==> config.mk <==
export PLATFORM = sky130hd
export DESIGN_NAME = mrf_mode_register
export DESIGN_NICKNAME = d
export VERILOG_FILES = /design/src/hdl/mrf_pkg.sv /design/src/hdl/mrf_mode_register.sv
export SDC_FILE = /design/constraint.sdc
export NUM_CORES = 1
export LEC_CHECK = 0
export BUFFER_PORTS_ARGS = -buffer_cell sky130_fd_sc_hd__buf_2
export CORE_UTILIZATION = 35
export CTS_CLUSTER_DIAMETER = 50
export CTS_CLUSTER_SIZE = 20
export DETAILED_ROUTE_END_ITERATION = 8
export PLACE_DENSITY = 0.68
export REMOVE_ABC_BUFFERS = 1
export SLEW_MARGIN = 10
export SYNTH_ARGS = -nofsm -noshare
export SYNTH_HDL_FRONTEND = slang
export SYNTH_SLANG_ARGS = --single-unit
==> constraint.sdc <==
create_clock -name clk_sys_in -period 1.8 [get_ports clk_sys_in]
set_input_delay 0.18 -clock clk_sys_in [delete_from_list [all_inputs] [get_ports clk_sys_in]]
set_output_delay 0.18 -clock clk_sys_in [all_outputs]
set_load 0.01 [all_outputs]
==> src/hdl/mrf_pkg.sv <==
`default_nettype none

package mrf_pkg;

	// ------------------------------------------------------------
	// Mode register field positions
	// ------------------------------------------------------------
	localparam int MR_WIDTH          = 22;
	localparam int SEL_HI            = 20;
	localparam int SEL_LO            = 18;
	localparam int BIT_RSV_HI        = 21;
	localparam int BIT_RSV_MID       = 17;
	localparam int BIT_RSV_LO        = 0;
	localparam int BIT_PERM_REPAIR   = 13;
	localparam int BIT_WR_PREAMBLE   = 12;
	localparam int BIT_RD_PREAMBLE   = 11;
	localparam int BIT_RD_TRAINING   = 10;
	localparam int BIT_SR_ABORT      = 9;
	localparam int CAL_HI            = 8;
	localparam int CAL_LO            = 6;
	localparam int BIT_TEMP_REPAIR   = 5;
	localparam int BIT_VREF_MON      = 4;
	localparam int BIT_TCR_EN        = 3;
	localparam int BIT_TCR_RANGE     = 2;
	localparam int BIT_MAX_PWR_SAVE  = 1;

	// Fields of the multipurpose-control register (select 011)
	localparam int BIT_PER_DEVICE    = 4;
	localparam int BIT_GEAR_DOWN     = 3;

	// Register select codes
	localparam logic [2:0] SEL_MPR_CTRL   = 3'h3;
	localparam logic [2:0] SEL_PREAMBLE   = 3'h4;

	// Readout page/location/bit positions
	localparam logic [1:0] READOUT_PAGE   = 2'h2;
	localparam int READOUT_PERM_BIT       = 7;
	localparam int READOUT_TEMP_BIT       = 6;

	// Reset values
	localparam logic [21:0] MR_RESET      = 22'h000000;

	// Command-address latency in clocks per code
	localparam logic [3:0] CAL_CLK_0      = 4'h0;
	localparam logic [3:0] CAL_CLK_3      = 4'h3;
	localparam logic [3:0] CAL_CLK_4      = 4'h4;
	localparam logic [3:0] CAL_CLK_5      = 4'h5;
	localparam logic [3:0] CAL_CLK_6      = 4'h6;
	localparam logic [3:0] CAL_CLK_8      = 4'h8;

	// Decoded settings handed to the core
	typedef struct packed {
		logic       perm_repair_en;
		logic       temp_repair_en;
		logic       write_preamble_two;
		logic       read_preamble_two;
		logic       read_training_en;
		logic       sr_abort_en;
		logic [3:0] cal_clocks;
		logic       cal_reserved;
		logic       vref_monitor_en;
		logic       tcr_en;
		logic       tcr_extended;
		logic       max_power_save;
	} mrf_cfg_s;

	// Gear-down alignment sequence
	typedef enum logic [2:0] {
		GEAR_HALF   = 3'b001,
		GEAR_ARMED  = 3'b010,
		GEAR_QUART  = 3'b100
	} mrf_gear_e;

endpackage : mrf_pkg

`default_nettype wire

==> src/hdl/mrf_mode_register.sv <==
`timescale 1ns/1ps
`default_nettype none

// Summary of operation
// Set command with select 100 loads register
// Controller holds row, column, write-enable low
// Controller writes zero to reserved bits
// Bit 13 enables permanent repair mode
// Bit 12 selects two-clock write preamble
// Bit 11 selects two-clock read preamble
// Two-clock write preamble needs higher latency
// Some even latencies add two clocks
// Bit 10 enables read preamble training
// Bit 9 enables self-refresh abort
// Bits 8:6 encode command-address latency
// No 3/5 clock latency in quarter-rate
// Bit 5 enables temporary repair mode
// Bit 4 vref monitor, bit 1 power save
// Bit 3 enables temperature-controlled refresh
// Bit 2 selects extended temperature range
// Readout page 2 bit 7: permanent available
// Permanent repair one row, irreversible
// Readout page 2 bit 6: temporary available
// Temporary repair undone by reset/powerdown/rewrite
// Quarter-rate entered by set command plus sync
// Half rate needs no command or sync
// Per-device mode masks commands for others
// Control register bit 4 enables per-device
// Control register bit 3 selects gear-down
module mrf_mode_register #(
	parameter int               BANKS       = 16,
	parameter logic             PERM_AVAIL  = 1'b1,
	parameter logic             TEMP_AVAIL  = 1'b1
) (
	input  wire logic                  clk_sys_in,
	input  wire logic                  resetn_in,
	input  wire logic                  ck_in,
	input  wire logic                  cs_n_in,
	input  wire logic                  act_n_in,
	input  wire logic                  ras_n_in,
	input  wire logic                  cas_n_in,
	input  wire logic                  we_n_in,
	input  wire logic [1:0]            bank_group_in,
	input  wire logic [1:0]            bank_in,
	input  wire logic [17:0]           addr_in,
	input  wire logic                  dq0_select_in,
	input  wire logic                  sync_pulse_in,
	input  wire logic                  power_down_in,
	input  wire logic                  repair_write_in,
	input  wire logic [3:0]            repair_bank_in,
	input  wire logic                  readout_en_in,
	input  wire logic [1:0]            readout_page_in,
	output logic [21:0]                mode_value_out,
	output mrf_pkg::mrf_cfg_s          cfg_out,
	output logic                       quarter_rate_mode_out,
	output logic                       per_device_mode_out,
	output logic [7:0]                 readout_data_out,
	output logic [15:0]                perm_repaired_out,
	output logic [15:0]                temp_repaired_out,
	output logic                       set_seen_out
);

	// ------------------------------------------------------------
	// Input synchronisers
	// ------------------------------------------------------------
	// Every pin except readout enable and page passes two flops; stage one is read only by stage two
	localparam int NSYNC = 36;
	logic [NSYNC-1:0] pins_raw;
	logic [NSYNC-1:0] sync1_reg;
	logic [NSYNC-1:0] sync2_reg;
	logic             ck_prev_reg;

	assign pins_raw = {ck_in, cs_n_in, act_n_in, ras_n_in, cas_n_in,
		we_n_in, bank_group_in, bank_in, addr_in, dq0_select_in,
		sync_pulse_in, power_down_in, repair_write_in, repair_bank_in};

	always_ff @(posedge clk_sys_in or negedge resetn_in)
	begin
		if (!resetn_in)
		begin
			sync1_reg   <= '1;
			sync2_reg   <= '1;
			ck_prev_reg <= 1'b1;
		end
		else
		begin
			sync1_reg   <= pins_raw;
			sync2_reg   <= sync1_reg;
			ck_prev_reg <= sync2_reg[NSYNC-1];
		end
	end

	// Named views of the synchronised pins
	logic        s_ck;
	logic        s_cs_n;
	logic        s_act_n;
	logic        s_ras_n;
	logic        s_cas_n;
	logic        s_we_n;
	logic [1:0]  s_bg;
	logic [1:0]  s_ba;
	logic [17:0] s_addr;
	logic        s_dq0;
	logic        s_sync;
	logic        s_pd;
	logic        s_rep_wr;
	logic [3:0]  s_rep_bank;
	logic        ck_rise;

	assign {s_ck, s_cs_n, s_act_n, s_ras_n, s_cas_n, s_we_n, s_bg, s_ba,
		s_addr, s_dq0, s_sync, s_pd, s_rep_wr, s_rep_bank} = sync2_reg;
	assign ck_rise = s_ck && !ck_prev_reg;

	// ------------------------------------------------------------
	// Command decode
	// ------------------------------------------------------------
	logic       gear_quarter_reg;
	logic       per_device_reg;
	logic       phase_reg;
	logic       sample_edge;
	logic       is_set_cmd;
	logic       addressed;
	logic [2:0] sel_code;
	logic [21:0] cmd_word;

	// In quarter rate only the aligned phase samples control lines
	assign sample_edge = ck_rise && (!gear_quarter_reg || phase_reg);
	assign is_set_cmd  = sample_edge && !s_cs_n && s_act_n &&
		!s_ras_n && !s_cas_n && !s_we_n;
	// Low data bit selects this device when per-device mode is on
	assign addressed   = !per_device_reg || !s_dq0;
	assign cmd_word    = {s_bg, s_ba, s_addr};
	assign sel_code    = cmd_word[mrf_pkg::SEL_HI:mrf_pkg::SEL_LO];

	// ------------------------------------------------------------
	// Mode register storage
	// ------------------------------------------------------------
	logic [21:0] mode_reg;
	logic        set_seen_reg;

	// Reserved bits are stored as written; controller keeps them zero
	always_ff @(posedge clk_sys_in or negedge resetn_in)
	begin
		if (!resetn_in)
			mode_reg <= mrf_pkg::MR_RESET;
		else if (is_set_cmd && addressed &&
			sel_code == mrf_pkg::SEL_PREAMBLE)
			mode_reg <= cmd_word;
	end

	// Pulse per accepted load, for observers
	always_ff @(posedge clk_sys_in or negedge resetn_in)
	begin
		if (!resetn_in)
			set_seen_reg <= 1'b0;
		else
			set_seen_reg <= is_set_cmd && addressed &&
				sel_code == mrf_pkg::SEL_PREAMBLE;
	end

	// Control register bits that this block depends on
	always_ff @(posedge clk_sys_in or negedge resetn_in)
	begin
		if (!resetn_in)
			per_device_reg <= 1'b0;
		else if (is_set_cmd && addressed &&
			sel_code == mrf_pkg::SEL_MPR_CTRL)
			per_device_reg <= cmd_word[mrf_pkg::BIT_PER_DEVICE];
	end

	// ------------------------------------------------------------
	// Gear-down alignment
	// ------------------------------------------------------------
	// Half rate needs nothing; quarter rate waits for the sync pulse
	mrf_pkg::mrf_gear_e gear_reg;
	logic               sync_prev_reg;
	logic               sync_rise;

	assign sync_rise = s_sync && !sync_prev_reg;

	always_ff @(posedge clk_sys_in or negedge resetn_in)
	begin
		if (!resetn_in)
			sync_prev_reg <= 1'b1;   // As synchroniser reset, no false edge
		else
			sync_prev_reg <= s_sync;
	end

	always_ff @(posedge clk_sys_in or negedge resetn_in)
	begin
		if (!resetn_in)
			gear_reg <= mrf_pkg::GEAR_HALF;
		else
		begin
			case (gear_reg)
				mrf_pkg::GEAR_HALF:
					if (is_set_cmd && addressed &&
						sel_code == mrf_pkg::SEL_MPR_CTRL &&
						cmd_word[mrf_pkg::BIT_GEAR_DOWN])
						gear_reg <= mrf_pkg::GEAR_ARMED;
				mrf_pkg::GEAR_ARMED:
					if (sync_rise)
						gear_reg <= mrf_pkg::GEAR_QUART;
				mrf_pkg::GEAR_QUART:
					if (is_set_cmd && addressed &&
						sel_code == mrf_pkg::SEL_MPR_CTRL &&
						!cmd_word[mrf_pkg::BIT_GEAR_DOWN])
						gear_reg <= mrf_pkg::GEAR_HALF;
				default:
					gear_reg <= mrf_pkg::GEAR_HALF;
			endcase
		end
	end

	assign gear_quarter_reg = (gear_reg == mrf_pkg::GEAR_QUART);

	// Phase toggles per rising pin-clock edge; sync pulse fixes the sample phase
	always_ff @(posedge clk_sys_in or negedge resetn_in)
	begin
		if (!resetn_in)
			phase_reg <= 1'b1;
		else if (gear_reg == mrf_pkg::GEAR_ARMED && sync_rise)
			phase_reg <= 1'b0;
		else if (ck_rise)
			phase_reg <= !phase_reg;
	end

	// ------------------------------------------------------------
	// Repair bookkeeping
	// ------------------------------------------------------------
	logic [15:0] perm_reg;
	logic [15:0] temp_reg;
	logic        rep_wr_prev_reg;
	logic        rep_wr_rise;

	assign rep_wr_rise = s_rep_wr && !rep_wr_prev_reg;

	always_ff @(posedge clk_sys_in or negedge resetn_in)
	begin
		if (!resetn_in)
			rep_wr_prev_reg <= 1'b1; // As synchroniser reset, no false edge
		else
			rep_wr_prev_reg <= s_rep_wr;
	end

	// Permanent: one row per bank, never cleared except by resetn_in
	always_ff @(posedge clk_sys_in or negedge resetn_in)
	begin
		if (!resetn_in)
			perm_reg <= 16'h0000;
		else if (rep_wr_rise && PERM_AVAIL &&
			mode_reg[mrf_pkg::BIT_PERM_REPAIR] &&
			!perm_reg[s_rep_bank])
			perm_reg[s_rep_bank] <= 1'b1;
	end

	// Temporary: a new write in the bank replaces, power-down clears
	always_ff @(posedge clk_sys_in or negedge resetn_in)
	begin
		if (!resetn_in)
			temp_reg <= 16'h0000;
		else if (s_pd)
			temp_reg <= 16'h0000;
		else if (rep_wr_rise && TEMP_AVAIL &&
			mode_reg[mrf_pkg::BIT_TEMP_REPAIR])
			temp_reg[s_rep_bank] <= 1'b1;
	end

	// ------------------------------------------------------------
	// Field decode and readout
	// ------------------------------------------------------------
	mrf_pkg::mrf_cfg_s cfg;
	logic [3:0]        cal_clk;

	// Latency code table; reserved codes fall back to disabled
	always_comb
	begin
		case (mode_reg[mrf_pkg::CAL_HI:mrf_pkg::CAL_LO])
			3'h0:    cal_clk = mrf_pkg::CAL_CLK_0;
			3'h1:    cal_clk = mrf_pkg::CAL_CLK_3;
			3'h2:    cal_clk = mrf_pkg::CAL_CLK_4;
			3'h3:    cal_clk = mrf_pkg::CAL_CLK_5;
			3'h4:    cal_clk = mrf_pkg::CAL_CLK_6;
			3'h5:    cal_clk = mrf_pkg::CAL_CLK_8;
			default: cal_clk = mrf_pkg::CAL_CLK_0;
		endcase
	end

	always_comb
	begin
		cfg.perm_repair_en     = mode_reg[mrf_pkg::BIT_PERM_REPAIR];
		cfg.temp_repair_en     = mode_reg[mrf_pkg::BIT_TEMP_REPAIR];
		cfg.write_preamble_two = mode_reg[mrf_pkg::BIT_WR_PREAMBLE];
		cfg.read_preamble_two  = mode_reg[mrf_pkg::BIT_RD_PREAMBLE];
		cfg.read_training_en   = mode_reg[mrf_pkg::BIT_RD_TRAINING];
		cfg.sr_abort_en        = mode_reg[mrf_pkg::BIT_SR_ABORT];
		cfg.cal_clocks         = cal_clk;
		cfg.cal_reserved       = mode_reg[mrf_pkg::CAL_HI] &&
			mode_reg[mrf_pkg::CAL_HI-1];
		cfg.vref_monitor_en    = mode_reg[mrf_pkg::BIT_VREF_MON];
		cfg.tcr_en             = mode_reg[mrf_pkg::BIT_TCR_EN];
		cfg.tcr_extended       = mode_reg[mrf_pkg::BIT_TCR_RANGE];
		cfg.max_power_save     = mode_reg[mrf_pkg::BIT_MAX_PWR_SAVE];
	end

	// Readout of page 2 location 0; other pages read zero
	logic [7:0] readout_reg;

	always_ff @(posedge clk_sys_in or negedge resetn_in)
	begin
		if (!resetn_in)
			readout_reg <= 8'h00;
		else if (readout_en_in && readout_page_in == mrf_pkg::READOUT_PAGE)
		begin
			readout_reg <= 8'h00;
			readout_reg[mrf_pkg::READOUT_PERM_BIT] <= PERM_AVAIL;
			readout_reg[mrf_pkg::READOUT_TEMP_BIT] <= TEMP_AVAIL;
		end
		else
			readout_reg <= 8'h00;
	end

	// ------------------------------------------------------------
	// Outputs
	// ------------------------------------------------------------
	assign mode_value_out        = mode_reg;
	assign cfg_out               = cfg;
	assign quarter_rate_mode_out = gear_quarter_reg;
	assign per_device_mode_out   = per_device_reg;
	assign readout_data_out      = readout_reg;
	assign perm_repaired_out     = perm_reg;
	assign temp_repaired_out     = temp_reg;
	assign set_seen_out          = set_seen_reg;

endmodule // mrf_mode_register

`default_nettype wire

==> flow_metrics.tcl <==
set metrics [dict create \
    insertion_delay_ns 0.40 \
    synth_seq_cells 136 \
    fin_skew_ns 0.00679 \
    p_per_area_nw_per_um2 1120 \
    num_io_pins 121 \
    peakVddDrop_mv 0.685 \
    drv_cap 0 \
    gp_congestion 0.738 \
    cts_root_buf "clkbuf_16" \
    placed_area_um2 5350 \
    cts.sink_count 136 \
    fin_crit_sh_pct 104 \
    cts_max_level 4 \
    synth_largest_area_cell "dfstp_2" \
    port_buffers 114 \
    initial_utilization_pct 35.9 \
    p_leak_nw 3.29 \
    drtAntennaViolNets 0 \
    crit_path_max_incr_delay_ns 0.52 \
    drive_above_1_share_pct 57.6 \
    core-area_um2 12700 \
    syn_area_per_cell_um2 15.8 \
    synth_cell_types 35 \
    slowest_stage "dfstp_2" \
    grt.overflow.total 0 \
    die_x_um 116 \
    finalSetupViolCount 21 \
    async_reset_ff_share_pct 100 \
    hold_class "in -> async" \
    cp_cell_sequence "nor4b_4 > nand4_2 > buf_4 > buf_6 > buf_4 > nor2_2 > mux2_2" \
    endpoint_kind "register" \
    ys_warn_count 0 \
    r2r_slack_ns -0.07 \
    fin_nets 504 \
    dp_cells 570 \
    synth.top_cells.by_count "dfstp_2, dfrtp_1, nor2_1, mux2_2" \
    rsz0062_at_grt "true" \
    clk_pin_slew_ns 0.05 \
    wire_per_inst_um 13.4 \
    viasPerCell 4.33 \
    slew_viol_final 0 \
    wirelength_um 8640 \
    n_antenna_cell 0 \
    fmax_mhz 535 \
    clock_path_buffers 2 \
    synth_most_common_cell "dfstp_2" \
    drc 0 \
    num_vias 2795 \
    setup_tns_ns -0.906 \
    cts_tree "yes" \
    grt_max_degree 36 \
    drt_first_iter_violations 117 \
    grt_usage_pct 13.5 \
    cp.required_ns 2.08 \
    areaGrowthSynthToFinish_pct 43.0 \
    dp_hpwl_um 5810 \
    synth-edff-count 0 \
    critPathKind "reg -> reg" \
    start_kind "register" \
    status "complete, but fails checks" \
    worst_slew_pin_slew_ns 0.717 \
    postLayoutCellArea_um2 6500 \
    worstPathArrival_ns 2.15 \
    stdcell_count 646 \
    fp.dieH_um 116 \
    violations "negative setup slack" \
    hold_slack_ns 0.289 \
    setup_ws_ns -0.0688 \
    dieArea_um2 13500 \
    synth_top_area_share_pct 44.5 \
    grt_pass1_wl_um 13500 \
    relSlewSlack_pct 52.0 \
    synthTopCellsByArea "dfstp_2, dfrtp_1, mux2_2" \
    ys.flop_type "dfstp_2" \
    layout_min_cycle_time_ns 1.87 \
    cts_buffers 17 \
    hold_viol_final 0 \
    syn-instance-count 288 \
    grt_pass1_vias 2826 \
    dr.pass1.iters 4 \
    critPathMaxFanout 3 \
    reg2reg_to "per_device_mode_out" \
    cp_common_cell "buf_4" \
    r2r-start "sync2_reg[35]" \
    synth_area_um2 4550 \
    fp-row-count 41 \
    r2r_cells 7 \
    yosysSeqAreaShare_pct 76.9 \
    grt_antenna_before_repair 0 \
    fin_util_pct 51.3 \
]
critical path: cells and delay by family (launching register included):
family / cells / cell delay (ns)
buffers and inverters: 3 / 0.41
DFF: 1 / 0.52
muxes: 1 / 0.34
and+or+nand+nor: 3 / 0.47
final cells by class:
| class | instances | area (um^2) |
|---|---|---|
| Inverter | 3 | 11.3 |
| Sequential cell | 136 | 3500 |
| Multi-Input combinational cell | 130 | 966 |
| Fill cell | 1091 | 6170 |
| Timing Repair Buffer | 173 | 1170 |
| Clock inverter | 7 | 138 |
| Tap cell | 172 | 215 |
| Clock buffer | 25 | 505 |
cell usage in the layout (no fill, tap or decap), drive strengths merged, types with 2 or more instances in the layout:
cell         instances
nor3                 3
nand3b               4
clkbuf              25
dlygate4sd3         39
nor2b                4
a21o                16
and3                 2
nand2                4
dfstp               77
bufinv               4
nand4                2
clkinv               2
mux2                20
nor4b                3
inv                  3
nor2                29
nand2b               4
dfrtp               59
ha                   2
xnor2                3
conb                 6
buf                134
a21oi               17
power breakdown:
part           leakage [nW]  switching, mW  internal (mW)
logic                  1.34          0.157          0.181
registers              1.63         0.0616           3.25
clock network         0.313           1.15           2.50
total                  3.29           1.37           5.94
kinds of logic (layout without fill, tap and decap cells):
kind of cell | count (synthesis) | count (layout) | share of synthesized area, %
buffers and inverters | 27 | 208 | 3.96
XOR/XNOR | 3 | 3 | 0.578
other | 1 | 6 | 0.0824
flip-flops | 136 | 136 | 76.9
AO/OA/AOI/OAI | 38 | 38 | 5.34
multiplexers | 20 | 20 | 4.95
AND/OR/NAND/NOR | 61 | 61 | 7.62
adder cells (fa/ha/maj) | 2 | 2 | 0.550
worst max path at each step:
stage,start,endpoint,slack (ns)
floorplan,sync2_reg[33],mode_value_out[0],-0.49
global placement,sync2_reg[33],mode_value_out[7],-0.14
detailed placement,sync2_reg[35],mode_value_out[8],-0.17
CTS,sync2_reg[35],mode_value_out[5],-0.08
global route,sync2_reg[35],mode_value_out[6],-0.17
finish,sync2_reg[35],per_device_mode_out,-0.07
routing by layer:
metal	vias up	global-route usage (%)	share of wire [%]
li1	1289	-	-
met3	8	3.92	4.3
met5	-	0	0
met4	0	5.90	1.1
met2	84	22.4	53
met1	1414	16.5	41
timing repair:
action	in CTS	in global routing
pin swaps	1	0
buffers inserted	2	3
gates resized for setup	13	9
endpoints found under the hold margin	52	0
setup endpoints to repair	20	22
hold buffers	39	0
through the flow:
step                      power, mW  setup WS [ns]
after floorplan                3.42         -0.491
after global placement         3.61         -0.142
after detailed placement       3.63         -0.172
after CTS                      7.40        -0.0824
after global routing           7.58         -0.165
final                          7.31        -0.0688
Note: power is estimated with default switching activity, not from simulation.
